File: config.mk
export PLATFORM = sky130hd
export DESIGN_NAME = adccal_mode_ctrl
export DESIGN_NICKNAME = d
export VERILOG_FILES = /design/src/pkg/adccal_pkg.sv /design/src/design/adccal_mode_ctrl.sv
export VERILOG_INCLUDE_DIRS = /design/src /design/src/pkg
export SDC_FILE = /design/constraint.sdc
export NUM_CORES = 1
export LEC_CHECK = 0
export ABC_AREA = 1
export BUFFER_PORTS_ARGS = -buffer_cell sky130_fd_sc_hd__buf_2
export CAP_MARGIN = 20
export CELL_PAD_IN_SITES_DETAIL_PLACEMENT = 1
export CELL_PAD_IN_SITES_GLOBAL_PLACEMENT = 2
export CORE_ASPECT_RATIO = 0.6
export CORE_MARGIN = 2
export CORE_UTILIZATION = 35
export DETAILED_ROUTE_END_ITERATION = 16
export PLACE_DENSITY_LB_ADDON = 0.2
export SYNTH_ARGS = -nofsm -noshare
export SYNTH_HDL_FRONTEND = slang
export SYNTH_SLANG_ARGS = --single-unit
File: constraint.sdc
create_clock -name clk_sys -period 7.2 [get_ports clk_sys]
set_input_delay 0.36 -clock clk_sys [delete_from_list [all_inputs] [get_ports clk_sys]]
set_output_delay 0.36 -clock clk_sys [all_outputs]
set_load 0.05 [all_outputs]
File: src/pkg/adccal_defines.svh
// Offsets, field positions, reset values and timing counts of the calibration mode control.
// Assumes inclusion by bare name; holds definitions only.
`ifndef ADCCAL_DEFINES_SVH
`define ADCCAL_DEFINES_SVH

// Register word offsets (byte addresses)
`define ADCCAL_OFS_MODE 8'h00
`define ADCCAL_OFS_OFFSET_CAL 8'h04
`define ADCCAL_OFS_GAIN_CAL 8'h08
`define ADCCAL_OFS_STATUS 8'h0c
`define ADCCAL_OFS_IRQ_STAT 8'h10
`define ADCCAL_OFS_IRQ_MASK 8'h14
`define ADCCAL_OFS_CAL_INPUT 8'h18
`define ADCCAL_OFS_CODE_IN 8'h1c
`define ADCCAL_OFS_CODE_OUT 8'h20

// Mode word field positions
`define ADCCAL_MODE_HI 15
`define ADCCAL_MODE_LO 13
`define ADCCAL_POL_BIT 12
`define ADCCAL_DEN_BIT 11
`define ADCCAL_PHI_BIT 10
`define ADCCAL_PLO_BIT 9
`define ADCCAL_CH_HI 2
`define ADCCAL_CH_LO 0
`define ADCCAL_MODE_RST 16'h0174

// Interrupt status bits
`define ADCCAL_IRQ_ZERO_DONE 0
`define ADCCAL_IRQ_FULL_DONE 1
`define ADCCAL_IRQ_ABORT 2

// Calibration duration in microseconds and in clock cycles at 100 MHz
`define ADCCAL_CAL_TIME_US 10
`define ADCCAL_CLK_MHZ 100
`define ADCCAL_CAL_CYCLES (`ADCCAL_CAL_TIME_US * `ADCCAL_CLK_MHZ)

`endif

File: src/pkg/adccal_pkg.sv
// Types of the calibration mode control.
// Assumes the defines header is compiled alongside.
package adccal_pkg;

	typedef enum logic [2:0] {
		adccal_mode_sync = 3'h0,
		adccal_mode_cont = 3'h1,
		adccal_mode_single = 3'h2,
		adccal_mode_standby = 3'h3,
		adccal_mode_zero_self = 3'h4,
		adccal_mode_full_self = 3'h5,
		adccal_mode_zero_sys = 3'h6,
		adccal_mode_full_sys = 3'h7
	} adccal_mode_type;

	// Gray along idle -> run -> finish; finish -> idle flips both bits
	typedef enum logic [1:0] {
		adccal_st_idle = 2'b00,
		adccal_st_run = 2'b01,
		adccal_st_done = 2'b11
	} adccal_state_type;

endpackage

File: src/design/adccal_mode_ctrl.sv
// Calibration mode control of a sigma-delta converter: mode word, calibration sequencing,
// calibration result registers, output coding and the two shared digital port pins.
// Assumes a classic Wishbone master on clk_sys; calibration input sample comes from a register
// standing in for the modulator result, since the analog path lies outside this block.
// Operation
// RULE_01 - Mode 100 runs zero-scale self calibration on selected channel, shorted inputs.
// RULE_02 - Any finished zero-scale calibration loads the offset calibration register.
// RULE_03 - Mode 101 runs full-scale self calibration on internal full-scale signal.
// RULE_04 - Any finished full-scale calibration loads the gain calibration register.
// RULE_05 - Mode 110 runs zero-scale system calibration on the external input voltage.
// RULE_06 - Mode 111 runs full-scale system calibration on the external input voltage.
// RULE_07 - After any calibration return to sync idle, mode field cleared to 000.
// RULE_08 - Ready low output and status bit go high at start, low at completion.
// RULE_09 - Polarity 0 gives bipolar offset binary coding.
// RULE_10 - Polarity 1 gives unipolar straight binary coding.
// RULE_11 - Port enable 1 turns both shared input pins into driven digital outputs.
// RULE_12 - Any mode field write abandons current mode and starts the new one.
// RULE_13 - While enabled each shared pin holds its port bit level.
// RULE_14 - Calibration registers change only when a matching calibration completes.
//
// Decided for this implementation: the placing of the registers and the Wishbone register port.
`timescale 1ns/1ns
`include "adccal_defines.svh"

module adccal_mode_ctrl #(
	parameter int CAL_CYCLES = `ADCCAL_CAL_CYCLES,
	parameter int DATA_W = 24
) (
	// Clock and reset
	input wire logic clk_sys,
	input wire logic sys_rst,
	// Wishbone slave
	input wire logic wb_cyc_i,
	input wire logic wb_stb_i,
	input wire logic wb_we_i,
	input wire logic [7:0] wb_adr_i,
	input wire logic [3:0] wb_sel_i,
	input wire logic [31:0] wb_dat_i,
	output logic [31:0] wb_dat_o,
	output logic wb_ack_o,
	// Status
	output logic ready_n,
	output logic irq,
	output logic [2:0] cal_channel,
	output logic cal_internal_short,
	output logic cal_internal_full,
	// Shared port pins
	output logic shared_input3_port_pin_o,
	output logic shared_input3_port_pin_oe,
	output logic shared_input4_port_pin_o,
	output logic shared_input4_port_pin_oe
);

	localparam logic [15:0] CAL_LAST = 16'(CAL_CYCLES - 1);

	logic [15:0] mode_word;
	logic [DATA_W-1:0] offset_cal;
	logic [DATA_W-1:0] gain_cal;
	logic [DATA_W-1:0] cal_input;
	logic [DATA_W-1:0] code_in;
	logic [DATA_W-1:0] code_out;
	logic [2:0] irq_stat;
	logic [2:0] irq_mask;
	logic [15:0] cal_count;
	adccal_pkg::adccal_state_type state;
	adccal_pkg::adccal_mode_type cal_kind;

	logic wr_req;
	logic rd_req;
	logic mode_wr;
	logic zero_done;
	logic full_done;
	logic cal_abort;
	logic stat_rd;
	logic [2:0] next_mode;
	logic [31:0] next_dat;
	adccal_pkg::adccal_mode_type wr_mode;

	// One access per ack; ack drops the cycle after it is given
	assign wr_req = wb_cyc_i && wb_stb_i && wb_we_i && !wb_ack_o;
	assign rd_req = wb_cyc_i && wb_stb_i && !wb_we_i && !wb_ack_o;
	assign mode_wr = wr_req && wb_adr_i == `ADCCAL_OFS_MODE && wb_sel_i[1];
	assign next_mode = wb_dat_i[`ADCCAL_MODE_HI:`ADCCAL_MODE_LO];
	assign wr_mode = adccal_pkg::adccal_mode_type'(next_mode);
	assign zero_done = state == adccal_pkg::adccal_st_done && !cal_kind[0];
	assign full_done = state == adccal_pkg::adccal_st_done && cal_kind[0];
	assign cal_abort = mode_wr && state == adccal_pkg::adccal_st_run;
	assign stat_rd = rd_req && wb_adr_i == `ADCCAL_OFS_IRQ_STAT;

	always_ff @(posedge clk_sys or posedge sys_rst) begin
		if (sys_rst) begin
			wb_ack_o <= 1'b0;
		end else begin
			wb_ack_o <= wb_cyc_i && wb_stb_i && !wb_ack_o;
		end
	end

	// Mode word; the mode field clears itself when a calibration ends
	always_ff @(posedge clk_sys or posedge sys_rst) begin
		if (sys_rst) begin
			mode_word <= `ADCCAL_MODE_RST;
		end else begin
			if (wr_req && wb_adr_i == `ADCCAL_OFS_MODE) begin
				if (wb_sel_i[0]) begin
					mode_word[7:0] <= wb_dat_i[7:0];
				end
				if (wb_sel_i[1]) begin
					mode_word[15:8] <= wb_dat_i[15:8];
				end
			end
			// A low-byte-only write in the done cycle must not keep the mode alive
			if (state == adccal_pkg::adccal_st_done && !mode_wr) begin
				mode_word[`ADCCAL_MODE_HI:`ADCCAL_MODE_LO] <= 3'h0; // RULE_07
			end
		end
	end

	// Calibration sequencer; a mode write always restarts it
	always_ff @(posedge clk_sys or posedge sys_rst) begin
		if (sys_rst) begin
			state <= adccal_pkg::adccal_st_idle;
			cal_kind <= adccal_pkg::adccal_mode_sync;
			cal_count <= 16'h0000;
		end else if (mode_wr) begin // RULE_12
			cal_count <= 16'h0000;
			cal_kind <= wr_mode;
			if (next_mode[2]) begin // RULE_01 RULE_03 RULE_05 RULE_06
				state <= adccal_pkg::adccal_st_run;
			end else begin
				state <= adccal_pkg::adccal_st_idle;
			end
		end else begin
			unique case (state)
				adccal_pkg::adccal_st_idle: begin
					cal_count <= 16'h0000;
				end
				adccal_pkg::adccal_st_run: begin
					if (cal_count == CAL_LAST) begin
						state <= adccal_pkg::adccal_st_done;
					end else begin
						cal_count <= cal_count + 16'h0001;
					end
				end
				adccal_pkg::adccal_st_done: begin
					state <= adccal_pkg::adccal_st_idle; // RULE_07
				end
				// Unused code after an upset falls back to idle
				default: begin
					state <= adccal_pkg::adccal_st_idle;
				end
			endcase
		end
	end

	// Analog front-end steering for the running calibration
	always_ff @(posedge clk_sys or posedge sys_rst) begin
		if (sys_rst) begin
			cal_channel <= 3'h0;
			cal_internal_short <= 1'b0;
			cal_internal_full <= 1'b0;
		end else begin
			cal_channel <= mode_word[`ADCCAL_CH_HI:`ADCCAL_CH_LO];
			cal_internal_short <= state == adccal_pkg::adccal_st_run &&
				cal_kind == adccal_pkg::adccal_mode_zero_self; // RULE_01
			cal_internal_full <= state == adccal_pkg::adccal_st_run &&
				cal_kind == adccal_pkg::adccal_mode_full_self; // RULE_03
		end
	end

	// Results land only at the end of a matching calibration
	always_ff @(posedge clk_sys or posedge sys_rst) begin
		if (sys_rst) begin
			offset_cal <= '0;
			gain_cal <= '0;
		end else begin
			if (zero_done) begin
				offset_cal <= cal_input; // RULE_02 RULE_14
			end
			if (full_done) begin
				gain_cal <= cal_input; // RULE_04 RULE_14
			end
		end
	end

	always_ff @(posedge clk_sys or posedge sys_rst) begin
		if (sys_rst) begin
			cal_input <= '0;
			code_in <= '0;
		end else if (wr_req && wb_sel_i == 4'hf) begin
			if (wb_adr_i == `ADCCAL_OFS_CAL_INPUT) begin
				cal_input <= wb_dat_i[DATA_W-1:0];
			end
			if (wb_adr_i == `ADCCAL_OFS_CODE_IN) begin
				code_in <= wb_dat_i[DATA_W-1:0];
			end
		end
	end

	// Signed two's complement in; bipolar flips the sign bit, unipolar clamps negatives
	always_ff @(posedge clk_sys or posedge sys_rst) begin
		if (sys_rst) begin
			code_out <= '0;
		end else if (!mode_word[`ADCCAL_POL_BIT]) begin
			code_out <= {~code_in[DATA_W-1], code_in[DATA_W-2:0]}; // RULE_09
		end else if (code_in[DATA_W-1]) begin
			code_out <= '0; // RULE_10
		end else begin
			code_out <= {code_in[DATA_W-2:0], 1'b0}; // RULE_10
		end
	end

	// Ready low is high while a calibration runs
	always_ff @(posedge clk_sys or posedge sys_rst) begin
		if (sys_rst) begin
			ready_n <= 1'b0;
		end else begin
			ready_n <= mode_wr ? next_mode[2] : state == adccal_pkg::adccal_st_run; // RULE_08
		end
	end

	// Sticky events; a set in the cycle of a status read wins
	always_ff @(posedge clk_sys or posedge sys_rst) begin
		if (sys_rst) begin
			irq_stat <= 3'h0;
			irq_mask <= 3'h0;
			irq <= 1'b0;
		end else begin
			irq_stat <= (stat_rd ? 3'h0 : irq_stat) |
				{cal_abort, full_done, zero_done};
			if (wr_req && wb_adr_i == `ADCCAL_OFS_IRQ_MASK && wb_sel_i[0]) begin
				irq_mask <= wb_dat_i[2:0];
			end
			irq <= |(irq_stat & irq_mask) && !stat_rd;
		end
	end

	// Shared pins driven only while the port enable is set
	always_ff @(posedge clk_sys or posedge sys_rst) begin
		if (sys_rst) begin
			shared_input3_port_pin_o <= 1'b0;
			shared_input3_port_pin_oe <= 1'b0;
			shared_input4_port_pin_o <= 1'b0;
			shared_input4_port_pin_oe <= 1'b0;
		end else begin
			shared_input3_port_pin_oe <= mode_word[`ADCCAL_DEN_BIT]; // RULE_11
			shared_input4_port_pin_oe <= mode_word[`ADCCAL_DEN_BIT]; // RULE_11
			shared_input3_port_pin_o <= mode_word[`ADCCAL_DEN_BIT] & mode_word[`ADCCAL_PHI_BIT]; // RULE_13
			shared_input4_port_pin_o <= mode_word[`ADCCAL_DEN_BIT] & mode_word[`ADCCAL_PLO_BIT]; // RULE_13
		end
	end

	always_comb begin
		next_dat = 32'h0000_0000;
		unique case (wb_adr_i)
			`ADCCAL_OFS_MODE: next_dat = {16'h0000, mode_word};
			`ADCCAL_OFS_OFFSET_CAL: next_dat[DATA_W-1:0] = offset_cal;
			`ADCCAL_OFS_GAIN_CAL: next_dat[DATA_W-1:0] = gain_cal;
			`ADCCAL_OFS_STATUS: next_dat = {30'h0, state == adccal_pkg::adccal_st_run, ready_n}; // RULE_08
			`ADCCAL_OFS_IRQ_STAT: next_dat = {29'h0, irq_stat};
			`ADCCAL_OFS_IRQ_MASK: next_dat = {29'h0, irq_mask};
			`ADCCAL_OFS_CAL_INPUT: next_dat[DATA_W-1:0] = cal_input;
			`ADCCAL_OFS_CODE_IN: next_dat[DATA_W-1:0] = code_in;
			`ADCCAL_OFS_CODE_OUT: next_dat[DATA_W-1:0] = code_out;
			default: next_dat = 32'h0000_0000;
		endcase
	end

	always_ff @(posedge clk_sys or posedge sys_rst) begin
		if (sys_rst) begin
			wb_dat_o <= 32'h0000_0000;
		end else if (rd_req) begin
			wb_dat_o <= next_dat;
		end
	end

	// Mode field, sequencing and calibration results
	a_cal_mode_clear: assert property (@(posedge clk_sys) disable iff (sys_rst) // RULE_07
		state == adccal_pkg::adccal_st_done && !mode_wr |=> mode_word[15:13] == 3'h0)
		else $error("mode field not cleared after calibration");
	a_run_done: assert property (@(posedge clk_sys) disable iff (sys_rst) // RULE_07
		state == adccal_pkg::adccal_st_run && cal_count == CAL_LAST && !mode_wr |=> state == adccal_pkg::adccal_st_done)
		else $error("calibration did not finish at its count");
	a_mode_idle: assert property (@(posedge clk_sys) disable iff (sys_rst) // RULE_12
		mode_wr && !next_mode[2] |=> state == adccal_pkg::adccal_st_idle && !ready_n)
		else $error("non-calibration mode write left sequencer running");
	a_offset_load: assert property (@(posedge clk_sys) disable iff (sys_rst) // RULE_02
		zero_done |=> offset_cal == $past(cal_input))
		else $error("offset register not loaded");
	a_gain_load: assert property (@(posedge clk_sys) disable iff (sys_rst) // RULE_04
		full_done |=> gain_cal == $past(cal_input))
		else $error("gain register not loaded");
	a_cal_hold: assert property (@(posedge clk_sys) disable iff (sys_rst) // RULE_14
		!zero_done && !full_done |=> $stable(offset_cal) && $stable(gain_cal))
		else $error("calibration register changed without calibration");

	// Ready output across a calibration
	a_ready_start: assert property (@(posedge clk_sys) disable iff (sys_rst) // RULE_08 RULE_12
		mode_wr && next_mode[2] |=> ready_n && state == adccal_pkg::adccal_st_run)
		else $error("ready not high at calibration start");
	a_ready_end: assert property (@(posedge clk_sys) disable iff (sys_rst) // RULE_08
		state == adccal_pkg::adccal_st_done && !mode_wr |=> !ready_n ##1 !ready_n || $past(mode_wr, 1))
		else $error("ready not low after calibration");

	// Front-end steering per calibration kind
	a_short_self: assert property (@(posedge clk_sys) disable iff (sys_rst) // RULE_01
		state == adccal_pkg::adccal_st_run && cal_kind == adccal_pkg::adccal_mode_zero_self |=> cal_internal_short)
		else $error("inputs not shorted during zero self calibration");
	a_full_self: assert property (@(posedge clk_sys) disable iff (sys_rst) // RULE_03 RULE_05 RULE_06
		state == adccal_pkg::adccal_st_run && cal_kind[1:0] != 2'b01 |=> !cal_internal_full)
		else $error("internal full scale used outside full self calibration");
	a_zero_sys_ext: assert property (@(posedge clk_sys) disable iff (sys_rst) // RULE_05
		state == adccal_pkg::adccal_st_run && cal_kind == adccal_pkg::adccal_mode_zero_sys |=>
		!cal_internal_short && !cal_internal_full)
		else $error("system zero calibration not on external input");
	a_cal_channel: assert property (@(posedge clk_sys) disable iff (sys_rst) // RULE_01 RULE_03 RULE_05 RULE_06
		state == adccal_pkg::adccal_st_run |=> cal_channel == $past(mode_word[2:0]))
		else $error("calibration channel not the selected one");

	// Sticky event flags; a set beats a clearing read
	a_zero_flag: assert property (@(posedge clk_sys) disable iff (sys_rst) // RULE_02
		zero_done |=> irq_stat[0])
		else $error("zero-scale done flag not set");
	a_full_flag: assert property (@(posedge clk_sys) disable iff (sys_rst) // RULE_04
		full_done |=> irq_stat[1])
		else $error("full-scale done flag not set");
	a_abort_flag: assert property (@(posedge clk_sys) disable iff (sys_rst) // RULE_12
		cal_abort |=> irq_stat[2])
		else $error("abort flag not set");

	// Output coding and shared pins
	a_bipolar_code: assert property (@(posedge clk_sys) disable iff (sys_rst) // RULE_09
		!mode_word[12] |=> code_out[DATA_W-1] == !$past(code_in[DATA_W-1]))
		else $error("bipolar coding wrong");
	a_unipolar_code: assert property (@(posedge clk_sys) disable iff (sys_rst) // RULE_10
		mode_word[12] && code_in[DATA_W-1] |=> code_out == '0)
		else $error("unipolar negative not clamped");
	a_pin_drive: assert property (@(posedge clk_sys) disable iff (sys_rst) // RULE_11 RULE_13
		mode_word[11] |=> shared_input3_port_pin_oe && shared_input3_port_pin_o == $past(mode_word[10]))
		else $error("shared pin not driven to port bit");
	a_pin4_drive: assert property (@(posedge clk_sys) disable iff (sys_rst) // RULE_11 RULE_13
		mode_word[11] |=> shared_input4_port_pin_oe && shared_input4_port_pin_o == $past(mode_word[9]))
		else $error("second shared pin not driven to port bit");
	a_pin_release: assert property (@(posedge clk_sys) disable iff (sys_rst) // RULE_11
		!mode_word[11] |=> !shared_input3_port_pin_oe && !shared_input4_port_pin_oe &&
		!shared_input3_port_pin_o && !shared_input4_port_pin_o)
		else $error("shared pins driven while port disabled");

endmodule

==> results of run 1 <==
==> through the flow <==
step	util [%]	power [W]	instance area, µm²	std cells	setup WS [ns]
4_1_cts	39.8	0.00223	10500	1568	4.58
5_1_grt	40.1	0.00229	10500	1572	4.34
3_3_place_gp	37.6	0.00123	9860	1536	4.21
2_1_floorplan	-	0.00119	9320	1152	1.45
6_report	40.1	0.00220	10500	1572	4.66
3_5_place_dp	37.6	0.00123	9860	1536	4.18
==> per-layer routing <==
layer	wire length, µm	up-vias	global-route usage [%]
met5	0	-	0
met4	186	0	4.29
met3	1490	18	5.36
met2	11600	147	31.1
met1	16200	3846	34.8
li1	-	3780	-
==> area by class of cell <==
type                       count  area (µm²)
sequential                   198        4960
fill                        3229       15700
clock inverter                13         156
inverter                     122         470
timing repair buffer          90         533
clock buffer                  19         443
multi-input combinational    770        3520
tap                          360         450
==> worst reg2reg max path, stage by stage (launching register included) <==
cell	delay, ns
dfrtp_1	0.39
nor2_2	0.15
nand2_1	0.17
inv_1	0.14
nand3_2	0.66
inv_2	0.59
nor2_1	0.17
nand2_1	0.09
o21ai_1	0.06
==> logic make-up (layout without fill, tap and decap cells) <==
group                      count (synthesis)  count (layout)  share of synthesized area (%)
and+or+nand+nor                          582             582                           27.5
DFF                                      198             198                           53.4
other                                      1               8                         0.0404
adders and majority gates                  1               1                          0.135
buffers and inverters                    184             244                           8.97
AOI/OAI and AO/OA                        178             178                           9.85
xor gates and xnor gates                   1               1                         0.0943
==> layout by cell type (no fill, tap or decap), drive strengths merged, types with 8 or more instances in the layout <==
cell / Yosys / layout
nand2: 328 / 328
dfrtp: 193 / 193
o21ai: 172 / 172
nand3: 165 / 165
inv: 122 / 122
buf: 37 / 89
nor2: 67 / 67
clkbuf: 25 / 19
nand4: 10 / 10
conb: 1 / 8
==> flip-flops by register name, summed over array words and instances (netlist names), 2 cells and up <==
signal	cells
cal_kind	3
irq_mask	3
wb_dat_o	24
irq_stat	3
code_out	24
offset_cal	24
state	2
cal_input	24
code_in	24
cal_count	16
mode_word	16
gain_cal	24
cal_channel	3
==> worst max path at each step <==
| stage | startpoint | to |
|---|---|---|
| after floorplan | sys_rst | cal_channel[0] |
| after CTS | wb_ack_o | mode_word[14] |
| after global routing | wb_ack_o | mode_word[14] |
| after global placement | wb_adr_i[7] | mode_word[13] |
| final | wb_ack_o | mode_word[14] |
| after detailed placement | wb_adr_i[7] | mode_word[14] |
==> power by group through the flow <==
stage | Combinational [W] | Sequential, W | Clock [W]
after floorplan | 0.0000535 | 0.00114 | 0
after global placement | 0.0000893 | 0.00114 | 0
after detailed placement | 0.0000899 | 0.00114 | 0
after CTS | 0.0000900 | 0.00112 | 0.00102
after global routing | 0.0000999 | 0.00112 | 0.00107
final | 0.0000900 | 0.00112 | 0.000996
==> timing repair <==
action                    CTS  global route
buffers inserted            0             0
hold endpoints to repair    0            53
hold buffers                0             1
==> impl_metrics.json, run 1 <==
{
  "cts_tree": "done",
  "synth_most_common_cell": "nand2_1",
  "yosys.area.top_type": "dfrtp_1",
  "ys_warn_count": 0,
  "crit_chain": "nor2_2 > nand2_1 > inv_1 > nand3_2 > inv_2 > nor2_1 > nand2_1 > o21ai_1",
  "syn_area_per_cell_um2": 8.11,
  "maxCapViolCount": 0,
  "p_sw_w": 0.000518,
  "fin_nets": 1249,
  "path_clk_slew_ns": 0.07,
  "slowest_stage": "nand3_2",
  "numCtsBuffers": 17,
  "cts-resized-gates": 0,
  "worst_pin_slew_ns": 1.00,
  "synth_top_cell_area_share_pct": 52.0,
  "fmax_mhz": 393,
  "clkPwrFrac_pct": 45.2,
  "drt_iter0_markers": 632,
  "ir_worst_vdd_uv": 140,
  "dpl.hpwl_um": 19400,
  "synth_edf_count": 0,
  "synth-main-ff-cell": "dfrtp_1",
  "comb_power_share_pct": 4.1,
  "rr_worst_depth": 8,
  "die_w_um": 214,
  "cp_top_family": "simple AND/OR/NAND/NOR gates",
  "netlist_top_cells_count": "321 x nand2_1, 193 x dfrtp_1, 162 x nand3_1, 123 x o21ai_0, 118 x inv_1",
  "reg2reg_to": "mode_word[14]",
  "p_leak_nw": 5.21,
  "min_from": "wb_dat_i[8]",
  "synth.distinct_cells": 35,
  "crit_cells": 8,
  "ff2ff_setup_slack_ns": 4.66,
  "num_rows": 46,
  "clk_latency_ns": 0.45,
  "diodes": 0,
  "syn_inst": 1145,
  "synth.top_cells.by_area": "dfrtp_1 52%, nand2_1 13%, nand3_1 8.7%",
  "critPathLaunchType": "register",
  "power.sequential.fraction_pct": 50.7,
  "internal-power_w": 0.00168,
  "syn_area_um2": 9290,
  "place.gp.congestion": 0.801,
  "initial_core_util_pct": 35.4,
  "path_class": "register to register",
  "die_h_um": 130,
  "rr_startpoint": "wb_ack_o",
  "grt_max_degree": 143,
  "numPortBuffers": 76,
  "tns_ns": 0,
  "end_kind": "register",
  "clk_path_buf_depth": 2,
  "setup_viol": 0,
  "htreeDepth": 4,
  "die-area_um2": 27900,
  "cpMostUsedCell": "nand2_1",
  "route.detailed.drc": 0,
  "pwr_density_cell_nw_per_um2": 209,
  "grt_pass1_vias": 7863,
  "critPathMaxStageDelay_ns": 0.66,
  "via_per_inst": 4.96,
  "hold_depth": 3,
  "async_flop_share_pct": 100,
  "grtUsageTotal_pct": 22.3,
  "p_sw_share_pct": 23.5,
  "ant_nets": 0,
  "finalMaxSlewViolations": 0,
  "drive_gt1_share_pct": 12.9,
  "finClkSkew_ns": 0.00707,
  "crit_fanout": 39,
  "cts_sinks": 198,
  "hold_path_class": "input pin to register",
  "overflow": 0,
  "synth_seq_cells": 198,
  "period_minus_slack_ns": 2.54,
  "hold_violations": 0,
  "pin_count": 93,
  "core_um2": 26200,
  "vias": 7791,
  "cts-root-buf": "clkbuf_16",
  "crit_buf_inv": 2,
  "antenna_found_initial": 2,
  "routed_wl_um": 29500,
  "cp.required_ns": 7.51,
  "outcome": "complete, no violations",
  "seq_area_frac_synth_pct": 53.4,
  "relSlewSlack_pct": 32.6,
  "dr.pass1.iters": 5,
  "areaGrowthSynthToFinish_pct": 13.4,
  "period_share_pct": 35.3,
  "rsz0062_at_grt": "false",
  "hold-path-endpoint": "mode_word[8]",
  "cp.arrival_ns": 2.85,
  "grt_first_pass_wirelength_um": 46700,
  "wire_per_inst_um": 18.8,
  "whs_ns": 0.154
}
Power figures use the tool's default switching activity.
==> inputs of run 2 (changes only) <==
--- a/config.mk
+++ b/config.mk
@@ -6,14 +6,14 @@
 export SDC_FILE = /design/constraint.sdc
 export NUM_CORES = 1
 export LEC_CHECK = 0
-export ABC_AREA = 1
+export ABC_AREA = 0
 export BUFFER_PORTS_ARGS = -buffer_cell sky130_fd_sc_hd__buf_2
 export CAP_MARGIN = 20
 export CELL_PAD_IN_SITES_DETAIL_PLACEMENT = 1
 export CELL_PAD_IN_SITES_GLOBAL_PLACEMENT = 2
 export CORE_ASPECT_RATIO = 0.6
 export CORE_MARGIN = 2
-export CORE_UTILIZATION = 35
+export CORE_UTILIZATION = 36
 export DETAILED_ROUTE_END_ITERATION = 16
 export PLACE_DENSITY_LB_ADDON = 0.2
 export SYNTH_ARGS = -nofsm -noshare
==> constraint.sdc (replaced) <==
create_clock -name clk_sys -period 2.1 [get_ports clk_sys]
set_input_delay 0.105 -clock clk_sys [delete_from_list [all_inputs] [get_ports clk_sys]]
set_output_delay 0.105 -clock clk_sys [all_outputs]
set_load 0.05 [all_outputs]
==> impl_metrics.json, run 2 <==
{
  "outcome": "complete, no violations",
  "grt_pass1_vias": 7578,
  "dpl.hpwl_um": 20400,
  "grt-busiest-layer": "met2",
  "p_leak_nw": 5.17,
  "met3_usage_pct": 4.85,
  "place.gp.congestion": 0.821,
  "fin_nets": 964,
  "diodes": 0,
  "dr.pass1.iters": 5,
  "synthMuxAreaShare_pct": 17.1,
  "rr_worst_depth": 5,
  "path_clk_slew_ns": 0.08,
  "core_um2": 25300,
  "via_per_inst": 5.64,
  "period_minus_slack_ns": 1.96,
  "cts_sinks": 198,
  "hold-path-endpoint": "wb_ack_o",
  "wire_per_inst_um": 24.1,
  "total_power_w": 0.00797,
  "numPortBuffers": 76,
  "placed_cell_area_um2": 10300,
  "ant_nets": 0,
  "slowest_stage": "or4b_1",
  "numCtsBuffers": 17,
  "setup_viol": 0,
  "min_from": "wb_stb_i",
  "critPathLaunchType": "register",
  "ir_worst_vdd_uv": 465,
  "ff2ff_setup_slack_ns": 0.14,
  "async_flop_share_pct": 100,
  "critPathMaxStageDelay_ns": 0.62,
  "synth.top_cells.by_area": "dfrtp_1 52%, mux2_2 15%, nand2_1 2.7%",
  "cp.arrival_ns": 2.31,
  "syn_area_per_cell_um2": 11.7,
  "worst_pin_slew_ns": 0.835,
  "syn_inst": 789,
  "pin_count": 93,
  "fin_cells": 1255,
  "initial_core_util_pct": 36.6,
  "finClkSkew_ns": 0.00961,
  "relSlewSlack_pct": 44.3,
  "clk_latency_ns": 0.45,
  "path_class": "register to register",
  "crit_buf_inv": 1,
  "startpoint": "cal_count[12]",
  "cp_top_family": "simple AND/OR/NAND/NOR gates",
  "seq_area_frac_synth_pct": 53.6,
  "cp.required_ns": 2.46,
  "maxCapViolCount": 0,
  "hold_depth": 3,
  "cts-root-buf": "clkbuf_16",
  "dp_cells": 1198,
  "finalMaxSlewViolations": 0,
  "grt_first_pass_wirelength_um": 46700,
  "synth-main-ff-cell": "dfrtp_1",
  "syn_area_um2": 9250,
  "end_kind": "register",
  "num_rows": 45,
  "reg2reg_to": "cal_count[0]",
  "rsz0062_at_grt": "false",
  "synth-xor-area-share_pct": 0.379,
  "pwr_density_cell_nw_per_um2": 712,
  "vias": 7076,
  "drt_iter0_markers": 496,
  "synth_top_cell_area_share_pct": 52.2,
  "final_cell_mix": "193 x dfrtp_1, 120 x mux2_2, 76 x buf_2",
  "overflow": 0,
  "crit_chain": "or4b_1 > nor4_2 > buf_4 > o21ai_0 > a211oi_1",
  "rr_startpoint": "cal_count[12]",
  "synth.distinct_cells": 69,
  "period_share_pct": 93.3,
  "met1_usage_pct": 34.8,
  "synth_compound_area_share_pct": 11.9,
  "hold_path_class": "input pin to register",
  "crit_fanout": 3,
  "die_w_um": 211,
  "areaGrowthSynthToFinish_pct": 20.9,
  "final_common_cell": "dfrtp_1",
  "synth_edf_count": 0,
  "synth-adder-area-share_pct": 0.135,
  "ys_warn_count": 0,
  "routed_wl_um": 30200,
  "antenna_found_initial": 1,
  "cts_tree": "done",
  "synth_top_family_by_area": "multiplexers",
  "synth-simple-area-share_pct": 12.5,
  "yosys.area.top_type": "dfrtp_1",
  "synth_most_common_cell": "dfrtp_1",
  "fmax_mhz": 511,
  "drive_gt1_share_pct": 33.8,
  "htreeDepth": 4,
  "synth_seq_cells": 198,
  "die_h_um": 128,
  "hold_violations": 0,
  "stdcell_area_um2": 11200,
  "grtUsageTotal_pct": 23.4,
  "grt_max_degree": 137,
  "netlist_top_cells_count": "193 x dfrtp_1, 120 x mux2_2, 66 x nand2_1, 34 x inv_1, 28 x o21ai_0",
  "clk_path_buf_depth": 2,
  "route.detailed.drc": 0,
  "grt_use_met2_pct": 34.9,
  "die-area_um2": 27000
}
==> run 2: cell count changes after synthesis, sizes merged, moves of 18 or more <==
cell,before,now
a22oi,0,18
inv,122,34
mux2,0,120
nand2,328,67
nand3,165,16
nor2,67,13
o21ai,172,28
o22ai,0,22
==> run 2: layout make-up <==
cell class,instances,area [µm²]
multi-input cells,505,3930
clock buffers,19,453
inverters,34,131
well taps,329,412
flip-flops and latches,198,4960
clock inverters,12,121
fillers,2681,14100
repair buffers,158,1180
==> run 2: worst max path at each step <==
stage	endpoint	cells past startpoint
6_report	cal_count[0]	5
5_1_grt	cal_count[0]	7
4_1_cts	cal_count[0]	5
3_5_place_dp	cal_count[12]	6
3_3_place_gp	cal_count[12]	6
2_1_floorplan	cal_channel[0]	1
==> run 2: logic make-up (layout without fill, tap and decap cells) <==
| logic type | count (synthesis) | count (layout) |
|---|---|---|
| AND/OR/NAND/NOR | 202 | 202 |
| flip-flops | 198 | 198 |
| AO/OA/AOI/OAI | 151 | 151 |
| multiplexers | 139 | 139 |
| buffers and inverters | 93 | 223 |
| XOR/XNOR | 4 | 4 |
| adder cells (fa/ha/maj) | 1 | 1 |
| other | 1 | 8 |
==> run 2: worst min-delay path, stage by stage <==
cell and delay, ns:
buf_2 0.11, nand3b_1 0.22, inv_1 0.10
==> run 2: repair_timing <==
| action | in CTS | in global routing |
|---|---|---|
| hold buffers | 25 | 0 |
| setup endpoints to repair | 0 | 4 |
| resized for setup | 0 | 2 |
| hold endpoints to repair | 259 | 0 |
| setup buffers | 0 | 1 |
==> run 2: metal layers <==
layer	up-vias	part of all wire, %
met1	3716	50
met2	193	43
li1	3147	-
met4	0	0.93
met3	20	5.8
met5	-	0
==> run 2: where the power goes <==
part	internal (W)	switching [W]
clock	0.00171	0.00153
combinational	0.000267	0.000485
sequential	0.00390	0.0000754
total	0.00588	0.00209
==> run 2: metrics by stage <==
| stage | TNS [ns] | hold WS, ns | utilization [%] | setup WS (ns) |
|---|---|---|---|---|
| after floorplan | -108.33 | 0.222 | - | -0.561 |
| after global placement | 0 | 0.269 | 40.9 | 0.0550 |
| after detailed placement | 0 | 0.266 | 40.9 | 0.0552 |
| after CTS | 0 | 0.135 | 44.2 | 0.0437 |
| after global routing | 0 | 0.156 | 44.3 | 0.0250 |
| final | 0 | 0.134 | 44.3 | 0.141 |
